File: config.mk
export PLATFORM = sky130hd
export DESIGN_NAME = clock_panel
export DESIGN_NICKNAME = d
export VERILOG_FILES = /design/src/clock_panel_pkg.sv /design/src/clock_panel.sv
export SDC_FILE = /design/constraint.sdc
export NUM_CORES = 1
export LEC_CHECK = 0
export ABC_CLOCK_PERIOD_IN_PS = 10500
export CAP_MARGIN = 20
export CORE_AREA = 2 2 149 151
export CTS_CLUSTER_SIZE = 12
export DETAILED_ROUTE_END_ITERATION = 10
export DIE_AREA = 0 0 151 153
export DONT_BUFFER_PORTS = 1
export GPL_TIMING_DRIVEN = 1
export PLACE_DENSITY = 0.8
export SKIP_LAST_GASP = 1
export SLEW_MARGIN = 15
export SYNTH_ARGS = -nofsm -noshare
export SYNTH_HDL_FRONTEND = slang
export SYNTH_SLANG_ARGS = --single-unit
File: constraint.sdc
create_clock -name pclk -period 10.5 [get_ports pclk]
set_input_delay 1.05 -clock pclk [delete_from_list [all_inputs] [get_ports pclk]]
set_output_delay 1.05 -clock pclk [all_outputs]
set_load 0.01 [all_outputs]
File: src/clock_panel_pkg.sv
// Purpose: shared constants and carriers for the clock supply panel and phase meter
// Assumes: one 200 MHz clock, APB register access
// Notes:   offsets are byte addresses of 32-bit words
package clock_panel_pkg;

    localparam int unsigned CLK_HZ      = 200_000_000;
    localparam int unsigned METER_HZ    = 8_000;
    localparam int unsigned UPDATE_MS   = 1_000;
    localparam int unsigned UPDATE_CYC  = (CLK_HZ / 1_000) * UPDATE_MS;
    localparam int unsigned PERIOD_CYC  = CLK_HZ / METER_HZ;
    localparam int unsigned PERIOD_TOL  = PERIOD_CYC / 16;
    localparam logic [15:0] PER_MIN     = 16'(PERIOD_CYC - PERIOD_TOL);
    localparam logic [15:0] PER_MAX     = 16'(PERIOD_CYC + PERIOD_TOL);
    localparam logic [6:0]  FULL_COUNT  = 7'h40;
    localparam int unsigned DIV_STEPS   = 7;

    localparam logic [7:0]  OFS_CTRL    = 8'h00;
    localparam logic [7:0]  OFS_LAMPS   = 8'h04;
    localparam logic [7:0]  OFS_METER   = 8'h08;
    localparam logic [7:0]  OFS_FORCE   = 8'h0C;

    localparam int unsigned CTRL_METER_EN = 0;
    localparam int unsigned CTRL_FALL_ONE = 1;
    localparam int unsigned CTRL_FALL_TWO = 2;
    localparam logic [2:0]  CTRL_RESET    = 3'h0;
    localparam int unsigned METER_SHOWN   = 8;
    localparam int unsigned METER_BAD     = 9;

    // synchronised pin vector positions
    localparam int unsigned PIN_RELEASE = 0;
    localparam int unsigned PIN_BLOCK_A = 1;
    localparam int unsigned PIN_BLOCK_B = 2;
    localparam int unsigned PIN_FREERUN = 3;
    localparam int unsigned PIN_SILENCE = 4;
    localparam int unsigned PIN_SUPRST  = 5;
    localparam int unsigned PIN_IN_ONE  = 6;
    localparam int unsigned PIN_IN_TWO  = 7;

    typedef struct packed {
        logic [1:0] framing_lost;
        logic       source_b;
        logic [1:0] input_ok;
        logic       reference_refused;
        logic [1:0] free_run;
        logic [1:0] fast_start;
        logic [1:0] half_range;
        logic [1:0] slip;
        logic       no_track;
        logic       b_slaved;
        logic [1:0] loop_defect;
        logic [1:0] out_from_b;
        logic [1:0] output_fault;
    } status_s;

    typedef struct packed {
        logic [1:0] framing_lost;
        logic [1:0] source;
        logic [1:0] input_ok;
        logic       reference_refused;
        logic [1:0] autonomous_oscillation;
        logic [1:0] quick_acquire;
        logic [1:0] range_limit;
        logic [1:0] slip;
        logic       no_track;
        logic       loop_b_slaved;
        logic [1:0] loop_off;
        logic [3:0] path;
        logic [1:0] output_fault;
    } lamp_s;

    typedef struct packed {
        logic block_a;
        logic block_b;
        logic free_run;
    } force_s;

    typedef struct packed {
        logic       release_all_key;
        logic       loop_a_block_key;
        logic       loop_b_block_key;
        logic       free_run_key;
        logic       audible_silence_key;
        logic       supervisor_reset_key;
    } keys_s;

endpackage : clock_panel_pkg

File: src/clock_panel.sv
// Purpose: status lamps, operator keys and phase meter of a redundant clock supply
// Assumes: status arrives from logic on pclk; keys and meter inputs are raw pins
// Notes:   registers over APB with one wait state
//
// Contract
// - meter reports phase as 00 to 64
// - count shown as two decimal seven-segment digits
// - new measurement displayed once per second
// - per-input rising or falling edge select
// - bad input lights lamp, blanks display
// - red framing lost lamp per interface
// - green source lamp per interface unit
// - green input ok lamp per loop
// - red reference refused lamp
// - red free-run and fast-start lamps per loop
// - red range limit lamp at half range
// - red slip lamp per loop
// - red lamp when loop outputs diverge
// - red lamp while loop B slaved
// - red off lamp: inhibited or defective
// - four green path lamps per output circuit; the code has two per output circuit, four in all
// - red fault lamp per output circuit
// - four interlocking keys, two momentary keys
// - release key clears interlocking keys
// - block key removes loop feed while engaged
// - free-run key: A free-runs, B slaved
// - reset and audible silence key actions
//
// Chosen here: the APB interface to the registers and the register offsets.
`timescale 1ns/1ps

module clock_panel #(
    parameter int unsigned SECOND_CYC = clock_panel_pkg::UPDATE_CYC
) (
    // clock and reset
    input  wire logic                     pclk,
    input  wire logic                     presetn,
    // apb slave
    input  wire logic                     psel,
    input  wire logic                     penable,
    input  wire logic                     pwrite,
    input  wire logic [7:0]               paddr,
    input  wire logic [31:0]              pwdata,
    output logic                          pready,
    output logic [31:0]                   prdata,
    output logic                          pslverr,
    // panel pins
    input  wire clock_panel_pkg::keys_s   keys,
    input  wire logic                     meter_input_one,
    input  wire logic                     meter_input_two,
    // status from loops, interfaces and output circuits
    input  wire clock_panel_pkg::status_s status,
    // lamps and display
    output clock_panel_pkg::lamp_s        lamps,
    output logic                          bad_input_lamp,
    output logic [6:0]                    digit_tens,
    output logic [6:0]                    digit_ones,
    // force conditions to the supply
    output clock_panel_pkg::force_s       force_state,
    output logic                          supervisor_reset_pulse,
    output logic                          audible_silence_pulse
);
    import clock_panel_pkg::*;

    typedef struct packed {
        logic [7:0]       s1;
        logic [7:0]       s2;
        logic [7:0]       s3;
        force_s           frc;
        logic             rst_p;
        logic             aco_p;
        logic [1:0][15:0] per_cnt;
        logic [1:0]       in_ok;
        logic [15:0]      p_lat;
        logic [15:0]      d_cnt;
        logic             d_run;
        logic [31:0]      sec_cnt;
        logic             busy;
        logic [3:0]       step;
        logic [22:0]      rem;
        logic [6:0]       quo;
        logic [6:0]       count;
        logic             meas_ok;
        logic [2:0]       ctrl;
        lamp_s            lmp;
        logic             bad;
        logic             shown;
        logic [6:0]       shown_cnt;
        logic [6:0]       seg_t;
        logic [6:0]       seg_o;
        logic             rdy;
        logic [31:0]      rdata;
        logic             err;
    } state_s;

    state_s st_q;
    state_s st_d;

    ////////////////////////////////////////////////////////////////////////
    // decimal digit to segments g..a, active high
    function automatic logic [6:0] seg_of(input logic [3:0] v);
        unique case (v)
            4'h0: seg_of = 7'h3F;
            4'h1: seg_of = 7'h06;
            4'h2: seg_of = 7'h5B;
            4'h3: seg_of = 7'h4F;
            4'h4: seg_of = 7'h66;
            4'h5: seg_of = 7'h6D;
            4'h6: seg_of = 7'h7D;
            4'h7: seg_of = 7'h07;
            4'h8: seg_of = 7'h7F;
            4'h9: seg_of = 7'h6F;
            default: seg_of = 7'h00;
        endcase
    endfunction : seg_of

    ////////////////////////////////////////////////////////////////////////
    logic [7:0]  pins;
    logic [7:0]  rise;
    logic [7:0]  fall;
    logic [1:0]  ev;
    logic [22:0] sub;
    logic [3:0]  tens;
    logic [3:0]  ones;
    logic [31:0] rd;
    logic        hit;

    assign pins = {meter_input_two, meter_input_one, keys.supervisor_reset_key, keys.audible_silence_key,
                   keys.free_run_key, keys.loop_b_block_key, keys.loop_a_block_key, keys.release_all_key};

    always_comb begin
        st_d = st_q;
        // first stage feeds only the second
        st_d.s1 = pins;
        st_d.s2 = st_q.s1;
        st_d.s3 = st_q.s2;
        rise = st_q.s2 & ~st_q.s3;
        fall = st_q.s3 & ~st_q.s2;

        // interlocking latched keys: last pressed wins, release clears all
        if (rise[PIN_RELEASE]) begin
            st_d.frc = '0;
        end else if (rise[PIN_BLOCK_A]) begin
            st_d.frc = '{block_a: 1'b1, block_b: 1'b0, free_run: 1'b0};
        end else if (rise[PIN_BLOCK_B]) begin
            st_d.frc = '{block_a: 1'b0, block_b: 1'b1, free_run: 1'b0};
        end else if (rise[PIN_FREERUN]) begin
            st_d.frc = '{block_a: 1'b0, block_b: 1'b0, free_run: 1'b1};
        end
        // holding a momentary key gives one action only
        st_d.rst_p = rise[PIN_SUPRST];
        st_d.aco_p = rise[PIN_SILENCE];

        // lamps
        st_d.lmp.framing_lost           = status.framing_lost;
        st_d.lmp.source                 = {status.source_b, ~status.source_b};
        st_d.lmp.input_ok               = status.input_ok;
        st_d.lmp.reference_refused      = status.reference_refused;
        // forced free run shows at once, before the loops report it
        st_d.lmp.autonomous_oscillation = status.free_run | {1'b0, st_q.frc.free_run};
        st_d.lmp.quick_acquire          = status.fast_start;
        st_d.lmp.range_limit            = status.half_range;
        st_d.lmp.slip                   = status.slip;
        st_d.lmp.no_track               = status.no_track;
        st_d.lmp.loop_b_slaved          = status.b_slaved | st_q.frc.free_run;
        st_d.lmp.loop_off               = status.loop_defect | {st_q.frc.block_b, st_q.frc.block_a};
        st_d.lmp.path                   = {status.out_from_b[1], ~status.out_from_b[1],
                                           status.out_from_b[0], ~status.out_from_b[0]};
        st_d.lmp.output_fault           = status.output_fault;

        // per-input edge choice and period check
        ev[0] = st_q.ctrl[CTRL_FALL_ONE] ? fall[PIN_IN_ONE] : rise[PIN_IN_ONE];
        ev[1] = st_q.ctrl[CTRL_FALL_TWO] ? fall[PIN_IN_TWO] : rise[PIN_IN_TWO];
        for (int i = 0; i < 2; i++) begin
            if (ev[i]) begin
                st_d.per_cnt[i] = 16'h0001;
                st_d.in_ok[i]   = (st_q.per_cnt[i] >= PER_MIN) && (st_q.per_cnt[i] <= PER_MAX);
            end else if (st_q.per_cnt[i] > PER_MAX) begin
                // absent input: no edge within the longest period
                st_d.in_ok[i] = 1'b0;
            end else begin
                st_d.per_cnt[i] = st_q.per_cnt[i] + 16'h0001;
            end
        end
        if (ev[0]) begin
            st_d.p_lat = st_q.per_cnt[0];
        end

        // delay from input one edge to input two edge
        sub = 23'h0;
        if (ev[0]) begin
            st_d.d_cnt = 16'h0000;
            st_d.d_run = 1'b1;
        end else if (st_q.d_run) begin
            st_d.d_cnt = st_q.d_cnt + 16'h0001;
        end
        if (ev[1] && st_q.d_run && !st_q.busy) begin
            // rounded delay*64/period, so a near-full cycle reads 64
            st_d.rem   = {1'b0, st_q.d_cnt, 6'h00} + {8'h00, st_q.p_lat[15:1]};
            st_d.quo   = 7'h00;
            st_d.step  = 4'(DIV_STEPS);
            st_d.busy  = 1'b1;
        end else if (st_q.busy) begin
            sub = 23'({7'h00, st_q.p_lat} << (st_q.step - 4'h1));
            if (st_q.rem >= sub) begin
                st_d.rem = st_q.rem - sub;
                st_d.quo = st_q.quo | 7'(7'h01 << (st_q.step - 4'h1));
            end
            st_d.step = st_q.step - 4'h1;
            if (st_q.step == 4'h1) begin
                st_d.busy    = 1'b0;
                st_d.meas_ok = 1'b1;
            end
        end
        if (st_q.busy && st_q.step == 4'h1) begin
            st_d.count = (st_d.quo > FULL_COUNT) ? FULL_COUNT : st_d.quo;
        end

        // once-per-second display update
        tens = 4'h0;
        ones = 4'h0;
        if (st_q.sec_cnt >= 32'(SECOND_CYC - 1)) begin
            st_d.sec_cnt = 32'h0;
            tens = 4'(st_q.count / 7'd10);
            ones = 4'(st_q.count % 7'd10);
            st_d.bad = st_q.ctrl[CTRL_METER_EN] && !(&st_q.in_ok);
            if (st_q.ctrl[CTRL_METER_EN] && (&st_q.in_ok) && st_q.meas_ok) begin
                st_d.shown     = 1'b1;
                st_d.shown_cnt = st_q.count;
                st_d.seg_t     = seg_of(tens);
                st_d.seg_o     = seg_of(ones);
            end else begin
                st_d.shown = 1'b0;
                st_d.seg_t = 7'h00;
                st_d.seg_o = 7'h00;
            end
        end else begin
            st_d.sec_cnt = st_q.sec_cnt + 32'h1;
        end
        // meter switched off blanks at once rather than at the next tick
        if (!st_q.ctrl[CTRL_METER_EN]) begin
            st_d.shown = 1'b0;
            st_d.bad   = 1'b0;
            st_d.seg_t = 7'h00;
            st_d.seg_o = 7'h00;
        end

        // apb: access phase answered on its second cycle
        hit = 1'b1;
        rd  = 32'h0;
        unique case (paddr)
            OFS_CTRL:  rd = {29'h0, st_q.ctrl};
            OFS_LAMPS: rd = {7'h0, st_q.lmp};
            OFS_METER: rd = {22'h0, st_q.bad, st_q.shown, 1'b0, st_q.shown_cnt};
            OFS_FORCE: rd = {29'h0, st_q.frc};
            default:   hit = 1'b0;
        endcase
        st_d.rdy = 1'b0;
        if (psel && penable && !st_q.rdy) begin
            st_d.rdy   = 1'b1;
            st_d.err   = !hit;
            st_d.rdata = pwrite ? 32'h0 : rd;
        end else if (!psel) begin
            st_d.err   = 1'b0;
            st_d.rdata = 32'h0;
        end
        // write lands on the edge that samples pready high, a cycle after the edge that raises it
        if (psel && penable && st_q.rdy && pwrite && paddr == OFS_CTRL) begin
            st_d.ctrl = pwdata[2:0];
        end
    end

    always_ff @(posedge pclk or negedge presetn) begin
        if (!presetn) begin
            st_q      <= '0;
            st_q.ctrl <= CTRL_RESET;
        end else begin
            st_q <= st_d;
        end
    end

    ////////////////////////////////////////////////////////////////////////
    assign pready                 = st_q.rdy;
    assign prdata                 = st_q.rdata;
    assign pslverr                = st_q.err;
    assign lamps                  = st_q.lmp;
    assign bad_input_lamp         = st_q.bad;
    assign digit_tens             = st_q.seg_t;
    assign digit_ones             = st_q.seg_o;
    assign force_state            = st_q.frc;
    assign supervisor_reset_pulse = st_q.rst_p;
    assign audible_silence_pulse  = st_q.aco_p;

endmodule : clock_panel

# Yosys cells after proc, flatten, opt, wreduce, memory -nomap -nowiden
# Memory sizes are Yosys's and may differ from the RTL's.
# Cells that the tools add are included.
# classes
n_addsub	7
div	2
n_lt_le_gt_ge	9
eq_ne	8
shifts	2
mux	34
bitwise_logic	12
n_reduce_logical	29
# op_table
cell	n
25-bit case mux with 4 select lines	1
16-bit 2-to-1 mux	6
35-bit 2-to-1 mux	2
33-bit 2-to-1 mux	2
32-bit 2-to-1 mux	2
16-bit by 1-bit adder with 16-bit output, second input constant	3
32-bit by 1-bit adder with 32-bit output, second input constant	1
16-bit by 15-bit greater-or-equal comparator with 1-bit output, second input constant	2
32-bit by 28-bit greater-or-equal comparator with 1-bit output, second input constant	1
16-bit by 15-bit > comparator with 1-bit output, second input constant	2
16-bit by 15-bit <= comparator with 1-bit output, second input constant	2
30-bit 2-to-1 mux	1
14-bit 2-to-1 mux	2
22-bit by 15-bit adder with 23-bit output	1
23-bit greater-or-equal comparator	1
23-bit 2-to-1 mux	1
16-bit by 4-bit << shifter with 23-bit output	1
23-bit subtractor	1
8-bit bitwise AND	2
8-bit by 4-bit == test with 1-bit output, second input constant	2
8-bit inverter	2
7-bit 2-to-1 mux	2
1-bit logical AND	13
3-bit 2-to-1 mux	4
23 further kinds	46
# word_totals
regBits	256
romBits	224
in_bits	75
out_inout_bits	79
elab_cells	149
n_memories	2
# mem_list
name	depth	width	rd	rd_ports_with_merged_regs	wr	line	text
(name not given)	16	7	1	0	0	clock_panel.sv:102	unique case (v)
(name not given)	16	7	1	0	0	clock_panel.sv:102	

# Depth between registers and ports, before layout
# Gate-level depths: netlist of the first run.
# depth
ltp_word	8
mapped_depth	23
depth_no_buf	18

# Worst setup path after synthesis of the first run
# OpenSTA, ideal clock, no wires.
# synth_timing
kind	register -> register
from	register st_q[123] in the netlist's numbering
to	register st_q[92] in the netlist's numbering
setup_ps	139
arrival_ps	4646
required_ps	10361
path_slack_ps	5714
path_stages_with_launch	20
path_buffers	4
synth_period_minus_slack_ps	4786
path_cell_list	dfrtp_1 > clkbuf_1 > inv_1 > clkbuf_1 > ha_1 > clkbuf_1 > buf_1 > mux2i_1 > a21oi_1 > mux2_2 > o21ai_0 > ha_1 > and4_1 > nand3_1 > a221oi_1 > a211o_1 > o311ai_4 > nor3_4 > a211o_4 > a21boi_0
# synth_via
elab_chain_cells	8
word_cells_on_any_way	12
classes_between	add/sub (1); order compare (2); eq/ne (1); shift (2); mux (4); bitwise (1); reduce/logical (1)
# synth_lines
item	line	text
start, declared	clock_panel.sv:96	state_s st_q;
start signal, assigned	clock_panel.sv:278	st_q <= st_d;
4-bit by 1-bit subtractor with 4-bit output	clock_panel.sv:204, clock_panel.sv:207	
16-bit by 4-bit << shifter with 23-bit output or 1-bit by 4-bit << shifter with 7-bit output (tied branches)	clock_panel.sv:204, clock_panel.sv:207	
23-bit greater-or-equal comparator or 7-bit OR (tied branches)	clock_panel.sv:205, clock_panel.sv:207	
30-bit 2-to-1 mux	clock_panel.sv:205	if (st_q.rem >= sub) begin
35-bit 2-to-1 mux	clock_panel.sv:203	end else if (st_q.busy) begin
35-bit 2-to-1 mux	clock_panel.sv:197	if (ev[1] && st_q.d_run && !st_q.busy) begin
7-bit > comparator	clock_panel.sv:216	st_d.count = (st_d.quo > FULL_COUNT) ? FULL_COUNT : st_d.quo;
7-bit 2-to-1 mux	clock_panel.sv:216	
# Several ways; a longest one is shown, not always the timed one. The select of a mux whose other input is x is not followed.
# A chain may end at the register's enable or synchronous reset.

# Worst setup path in the final report of the first run
# Same ends and word-level chain as after synthesis.

==> metrics list, run 1 <==
* Result of the run: completed
- After synthesis the cells add up to 13,700 µm².
* Maximum achievable frequency: 0.158 GHz
* CTS tree: done
* Routed length per placed instance: 18.0 µm
- The clock arrives with 0.00963 ns of skew.
* Total power divided by cell area: 327 nW/µm²
- Setup violations remaining at the end of the flow were counted as 0.
- Measured along the y axis, the die boundary spans 153 µm.
- Hold bufs inserted after CTS: 0
- 154 I/O pins were placed.
- Async set-reset flop share out of synthesis: 1.00
* Clock network latency to the later pin of the worst-skew pair: 0.55 ns
- Floorplan core area: 21,500 µm²
* Buffers from clock root to sink, at most: 3
- Pin count of the biggest net entering global routing: 250
- Using the TritonRoute via totals, the vias-per-cell ratio works out to 6.06.
* Cell Count Post-Placement: 1,555
- Among cell families on the critical path, the largest total delay comes from compound AO/OA/AOI/OAI gates.
- Via count of the first global-routing pass: 9,702
- Min-Delay Path Class: in2async
- In this run the remaining antenna-violating nets after routing total 0.
- After layout, the minimum clock period comes to 6.33 ns.
- Overall routing resource usage: 0.252
- DR pass1 iterations: 7
- Final hold analysis gives a worst-case slack of 0.198 ns.
- Max transition margin: 0.327
* Core Rows: 54
- Counting the fill cells in the layout gives 1,625.
- Data on the critical path arrives at its endpoint at 6.73 ns.
- Weighted congestion at the end of routability-driven global placement: 0.911
- After clock tree synthesis, the repair step resized 0 gates.
- For this design, the slowest cell found on the critical path is ha_1.
- Measured in cells, the most critical reg-to-reg path has a length of 16.
- In the finished design, the share of the clock period the worst path needs comes to 0.603.
- Port buffering added 0 buffers.
- Post CTS Setup Buffer Count: 0
- Setup repair after global routing missed its margin: no
* Number of flip-flops and latches in the synthesized netlist: 249
* Largest stage delay on the critical path: 1.05 ns
- Slew at the pin closest to its max-slew limit: 1.01 ns
* Max Cap Violations: 0
* Crit Path Category: reg2reg
- Critical Path Start Type: register
- The die covers 23,100 µm².
- STA classifies the critical path endpoint as a register.
* Non-filler instance count after layout: 1,601
* Proportion of layout cells with a drive suffix above 1: 0.0818
- Remaining Overflow, GRT: 0
- H-tree lvl count: 1
- Area Growth Syn to Fin: 4.17%
* Remaining routing DRC violations: 0
* # nets final: 1,439
- Most common library cell in the layout ignoring fill and taps: dfrtp_1
- Yosys printed 0 warnings.
* Commonest cells after routing, fill and taps aside: dfrtp_1 (249), nand2_1 (135), nor2_1 (135)
- Count of mapped cells out of synthesis: 1,385
* Unique masters post-synth: 85
- Counting buffers and inverters, the worst setup path is 16 cells deep.
- Maximum fanout along the worst path: 28
* List of cells traversed by the critical path: inv_1 > ha_1 > mux2_2 > nor2_1 > a21oi_1 > nand2_1 > o21ai_0 > o21ai_0 > ha_1 > a21oi_1 > a311oi_1 > a211o_1 > o311ai_4 > nor3_4 > a211o_4 > a21boi_0
* Count of endpoints failing hold in the final timing report: 0
* Max Slew Vio Count: 0
- The detailed router placed 9,709 vias in this run.
* Main synth FF type: dfrtp_1
- For the worst setup path, the data required time is 10.90 ns.
- CP Buf/Inv Count: 1
- Sequential fraction of the synthesis area: 0.456
- TritonCTS created 27 clock buffers.
- Total negative slack: 0 ns
- In this run the clock root is driven by a clkbuf_16.
* Starting Density: 0.637
* Number of clock sinks seen by CTS: 249
* Post-synth EDFFs: 0
- Detailed placement HPWL: 19,800 µm
- DRT Wirelength: 28,800 µm
- The initial antenna violation count was 2.
- Maximum resistive drop on vdd: 181 µV
- Each instance of the synthesized netlist takes up on average 9.88 µm².
* Leak: 6.46 nW
- Worst-path clk slew: 0.06 ns
- Die Width: 151 µm
- The first routing iteration left 543 violations.
- The first global-routing pass estimated 48,000 µm of wire.
## cell families (layout without fill, tap and decap cells)
group                      Yosys count  after routing  share of synthesized area
AOI/OAI and AO/OA                  293            293                      0.150
xor gates and xnor gates           100            100                     0.0640
adders and majority gates           59             59                     0.0551
buffers and inverters              168             93                     0.0678
DFF                                249            249                      0.456
muxes                               47             47                     0.0413
other                                1             12                   0.000274
and+or+nand+nor                    468            468                      0.166
## where the power goes
group          switching (mW)  internal (mW)  total [mW]
Combinational            1.45           1.00        2.46
Sequential              0.166           1.09        1.26
Clock                   0.376          0.562       0.938
## cells in the mapped netlist (all sizes together), types with 6 or more instances
| library cell | n | area (µm²) |
|---|---|---|
| and4 | 7 | 61.3 |
| nor2 | 135 | 507 |
| clkbuf | 37 | 139 |
| nand4 | 12 | 81.3 |
| inv | 42 | 158 |
| a22oi | 15 | 113 |
| a31oi | 15 | 100 |
| nand3 | 37 | 185 |
| a21o | 19 | 143 |
| a211oi | 10 | 90.1 |
| mux2 | 25 | 282 |
| nand2 | 135 | 507 |
| o21ai | 80 | 412 |
| mux2i | 17 | 170 |
| and2 | 17 | 106 |
| or2 | 12 | 77.6 |
| a21oi | 57 | 297 |
| xor2 | 57 | 499 |
| a22o | 26 | 228 |
| xnor2 | 43 | 377 |
| nor4 | 7 | 50.1 |
| nand2b | 15 | 93.8 |
| nor2b | 17 | 106 |
| and3 | 20 | 125 |
| ha | 57 | 713 |
| buf | 89 | 631 |
| dfrtp | 249 | 6230 |
| a221o | 14 | 140 |
| nand3b | 7 | 52.6 |
| nor3 | 25 | 141 |
| or3 | 8 | 50.1 |
| o211ai | 6 | 45.0 |
## worst paths after layout
kind | start | to | slack [ns]
max reg2reg | st_q[123]$_DFFE_PN0P_ | st_q[92]$_DFFE_PN0P_ | 4.17
min reg2reg | st_d[245]$_DFF_PN0_ | st_d[237]$_DFF_PN0_ | 0.34
max in group asynchronous | presetn | st_q[111]$_DFFE_PN0P_ | 9.94
min in group pclk | st_d[245]$_DFF_PN0_ | st_d[237]$_DFF_PN0_ | 0.34
max | st_q[123]$_DFFE_PN0P_ | st_q[92]$_DFFE_PN0P_ | 4.17
min | presetn | lamps[10]$_DFF_PN0_ | 0.20
## sequential cells by signal, indices dropped and copies added, names as in the netlist
register	cells
supervisor_reset_pulse	1
prdata	25
pslverr	1
st_q	161
audible_silence_pulse	1
digit_ones	7
lamps	25
pready	1
bad_input_lamp	1
force_state	3
st_d	16
digit_tens	7
## per-stage QoR
stage                     power (mW)  worst slack, ns  area [µm²]  utilization
final                           4.66             4.17       14200        0.663
after global routing            5.01             3.55       14200        0.663
after CTS                       4.64             4.18       14200        0.662
after detailed placement        3.67             4.17       13400        0.622
after global placement          3.60             4.23       13400        0.622
after floorplan                 3.20             5.71       13700            -
## worst reg2reg max path, cell delays in order (launching register included)
cell and delay (ns):
dfrtp_1 0.94, inv_1 0.46, ha_1 1.05, mux2_2 0.43, nor2_1 0.10, a21oi_1 0.07, nand2_1 0.09, o21ai_0 0.12
o21ai_0 0.33, ha_1 0.36, a21oi_1 0.27, a311oi_1 0.18, a211o_1 0.41, o311ai_4 0.76, nor3_4 0.09, a211o_4 0.41
a21boi_0 0.13
## layer usage
metal | routed length [µm] | part of all wire | vias up | GRT usage
met5 | 11 | 0.00038 | - | 0
met3 | 1710 | 0.059 | 50 | 0.0385
met1 | 12200 | 0.42 | 4753 | 0.330
met2 | 14100 | 0.49 | 293 | 0.429
li1 | - | - | 4611 | -
met4 | 712 | 0.025 | 2 | 0.0806
## area by class of cell
cell class	instances	area, µm²	share of cell area
clock inverter	6	101	0.00711
timing repair buffer	7	60.1	0.00421
inverter	42	158	0.0111
sequential	249	6230	0.437
antenna	1	2.50	0.000176
tap	280	350	0.0246
multi-input combinational	978	6570	0.461
clock buffer	38	777	0.0545
(Power assumes the default switching activity.)
==> run 2: changes to the inputs <==
--- a/config.mk
+++ b/config.mk
@@ -5,15 +5,15 @@
 export SDC_FILE = /design/constraint.sdc
 export NUM_CORES = 1
 export LEC_CHECK = 0
-export ABC_CLOCK_PERIOD_IN_PS = 10500
+export ABC_CLOCK_PERIOD_IN_PS = 5300
 export CAP_MARGIN = 20
-export CORE_AREA = 2 2 149 151
+export CORE_AREA = 2 2 157 159
 export CTS_CLUSTER_SIZE = 12
 export DETAILED_ROUTE_END_ITERATION = 10
-export DIE_AREA = 0 0 151 153
+export DIE_AREA = 0 0 159 161
 export DONT_BUFFER_PORTS = 1
 export GPL_TIMING_DRIVEN = 1
-export PLACE_DENSITY = 0.8
+export PLACE_DENSITY = 0.76
 export SKIP_LAST_GASP = 1
 export SLEW_MARGIN = 15
 export SYNTH_ARGS = -nofsm -noshare
==> constraint.sdc (replaced) <==
create_clock -name pclk -period 5.3 [get_ports pclk]
set_input_delay 0.53 -clock pclk [delete_from_list [all_inputs] [get_ports pclk]]
set_output_delay 0.53 -clock pclk [all_outputs]
set_load 0.01 [all_outputs]
==> run 2 against run 1 <==
  * The run now ends with negative hold slack left
  * Clock power grew 100%
  * Count of clock-buffer cells in the layout decreased by 5
  * Worst setup slack worse by 3.6 ns
  * Fmax up 35%
  * Hold slack worse by 0.51 ns
  * Die area is 11% higher
  * Critical path type unchanged
  * Critical endpoint is now st_q[117]$_DFFE_PN0P_
==> metrics list, run 2 (synthesis results as in run 1) <==
- The highest clock frequency the design can meet came to 0.213 GHz (was 0.158 GHz).
- Antenna violations before repair: 2 (unchanged)
- The TritonCTS clock tree was done (unchanged).
- The post-route clock skew came to 0.00924 ns (was 0.00963 ns).
- Fraction of power consumed by the clock network: 0.204 (was 0.201)
- Max Cap Violations: 0 (unchanged)
- The number of antenna-violating nets in the routed design was 0 (unchanged).
- Average vias per placed instance: 5.83 (was 6.06)
- Count of endpoints failing hold in the final timing report: 249 (was 0)
- Critical Path RT: 5.72 ns (was 10.90 ns)
- Number of buffers created by CTS: 27 (unchanged)
- The number of pins with negative max-slew slack in the final report is 0 (unchanged).
* Overall routing resource usage: 0.229 (was 0.252)
- Detailed placement HPWL: 19,700 µm (was 19,800 µm)
- The worst slew margin relative to its limit is 0.484 (was 0.327).
* DRT Wirelength: 29,100 µm (was 28,800 µm)
* Final standard cell utilization of the core: 0.610 (was 0.663)
- Maximum fanout along the worst path: 20 (was 28)
- # nets final: 1,471 (was 1,439)
- Slew at the pin closest to its max-slew limit: 0.767 ns (was 1.01 ns)
- Buffers from clock root to sink, at most: 3 (unchanged)
- The final critical delay including setup and external delays is 4.70 ns (was 6.33 ns).
- The remaining global-route overflow came to 0 (unchanged).
- The overall die height is 161 µm (was 153 µm).
- Via count of the first global-routing pass: 9,784 (was 9,702)
- The part of the power in registers is 0.265 (was 0.271).
- Critical path capture point type: register (unchanged)
- Pin count of the biggest net entering global routing: 250 (unchanged)
- The layout-stage area growth over the synthesis result came to 6.83% (was 4.17%).
* Most common library cell in the layout ignoring fill and taps: dfrtp_1 (unchanged)
* DR pass1 iterations: 7 (unchanged)
* Commonest cells after routing, fill and taps aside: dfrtp_1 (249), nand2_1 (135), nor2_1 (135) (unchanged)
- Setup repair after global routing missed its margin: no (unchanged).
- The global placement routability congestion was 0.924 (was 0.911).
- Number of flip-flops in the largest register: 161 (unchanged)
- The cell-internal power was 5.38 mW (was 2.66 mW).
* Die Width: 159 µm (was 151 µm)
* Post CTS Setup Buffer Count: 0 (unchanged)
- The count of boundary I/O pins is 154 (unchanged).
- Register containing the most flip-flops in the final layout: st_q (unchanged)
- The clock root buffer master is clkbuf_16 (unchanged).
- Core Rows: 57 (was 54)
* First-iteration detailed-routing DRC count: 691 (was 543)
* Combinational share of power: 0.531 (was 0.528)
- Leak: 6.60 nW (was 6.46 nW)
- Remaining routing DRC violations: 0 (unchanged)
* Clock network latency to the later pin of the worst-skew pair: 0.54 ns (was 0.55 ns)
- Arrival time at the worst endpoint: 5.12 ns (was 6.73 ns)
- The die area came to 25,600 µm² (was 23,100 µm²).
* Total negative slack: 0 ns (unchanged)
- The quantity of hold-fixing buffers added after cts is 25 (was 0).
- Critical Path Start Type: register (unchanged)
* Setup violation total in the final timing report: 0 (unchanged)
- Crit Path Category: reg2reg (unchanged)
- The floorplan core area is 24,000 µm² (was 21,500 µm²).
- The number of buffers added on ports was 0 (unchanged).
- Min-Delay Path Class: in2async (unchanged)
- Total power divided by cell area: 635 nW/µm² (was 327 nW/µm²)
* H-tree lvl count: 1 (unchanged)
- Sw Ratio: 0.420 (was 0.428)
- The initial cell density of the core was 0.571 (was 0.637).
- Number of fill cells: 1,940 (was 1,625)
* Maximum resistive drop on vdd: 338 µV (was 181 µV)
- The worst reg-to-reg path cell count is 18 (was 16).
- Proportion of layout cells with a drive suffix above 1: 0.0859 (was 0.0818)
- Number of clock sinks seen by CTS: 249 (unchanged)
- The post-route clock period utilization came to 0.887 (was 0.603).
- Routed length per placed instance: 17.3 µm (was 18.0 µm)
- Worst-path clk slew: 0.06 ns (about the same)
- The global-route wire length before repair is 48,900 µm (was 48,000 µm).
- The checks that failed: negative hold slack.
* Worst hold slack: -0.316 ns (was 0.198 ns)
- Result of the run: finished, violations left (was completed).
- The switching power of the nets is 3.90 mW (was 1.99 mW).
- The routed via count is 9,770 (was 9,709).
[run 2: path summary, 6_finish.rpt]
path | startpoint | to | slack, ns
max reg2reg | st_q[124]$_DFFE_PN0P_ | st_q[117]$_DFFE_PN0P_ | 0.60
min in group pclk | keys[4] | st_d[241]$_DFF_PN0_ | 0.02
max | st_q[124]$_DFFE_PN0P_ | st_q[117]$_DFFE_PN0P_ | 0.60
max in group asynchronous | presetn | st_q[167]$_DFFE_PN0P_ | 5.42
min reg2reg | st_d[245]$_DFF_PN0_ | st_d[237]$_DFF_PN0_ | 0.35
min | presetn | digit_ones[1]$_DFFE_PN0P_ | -0.32
[run 2: cell type report]
class,count,area [µm²],share of cell area
diodes,1,2.50,0.000171
repair buffers,39,363,0.0248
multi-input cells,978,6570,0.450
flip-flops and latches,249,6230,0.426
clock inverters,10,165,0.0113
inverters,42,158,0.0108
well taps,324,405,0.0277
clock buffers,33,718,0.0491
[run 2: layer usage]
layer | vias up | track usage | part of all wire | wire, µm
li1 | 4676 | - | - | -
met1 | 4749 | 0.296 | 0.43 | 12600
met2 | 281 | 0.392 | 0.48 | 14000
met3 | 62 | 0.0393 | 0.056 | 1620
met4 | 2 | 0.0793 | 0.030 | 862
met5 | - | 0 | 0.00045 | 13
[run 2: through the flow]
stage	cell area, µm²	instances	worst slack, ns	total power [mW]
2_1_floorplan	13700	1395	0.514	6.34
3_3_place_gp	13500	1606	0.564	7.20
3_5_place_dp	13500	1606	0.448	7.32
4_1_cts	14600	1674	0.412	9.28
5_1_grt	14600	1676	0.137	10.1
6_report	14600	1676	0.601	9.28
[run 2: critical path, cell delays in order (launching register included)]
cell	delay, ns
dfrtp_1	0.41
inv_1	0.10
ha_1	0.47
buf_4	0.31
and2_1	0.18
nor3_1	0.06
a21oi_1	0.20
nand2_1	0.08
o311ai_0	0.11
o21ai_0	0.24
ha_1	0.46
and4_1	0.25
nand3_1	0.08
a221oi_1	0.24
a211o_1	0.28
o311a_2	0.44
nor2_1	0.10
buf_4	0.20
a221o_1	0.35
[run 2: power groups by stage]
stage,registers [mW],clock network (mW),logic [mW]
6_report,2.46,1.89,4.93
3_5_place_dp,2.49,0,4.83
5_1_grt,2.50,2.01,5.55
2_1_floorplan,2.34,0,4.00
4_1_cts,2.46,1.93,4.89
3_3_place_gp,2.48,0,4.72
[run 2: what timing repair did]
| item | 4_1_cts | 5_1_grt |
|---|---|---|
| resized for setup | 0 | 1 |
| endpoints found under the setup margin | 0 | 15 |
| endpoints found under the hold margin | 274 | 249 |
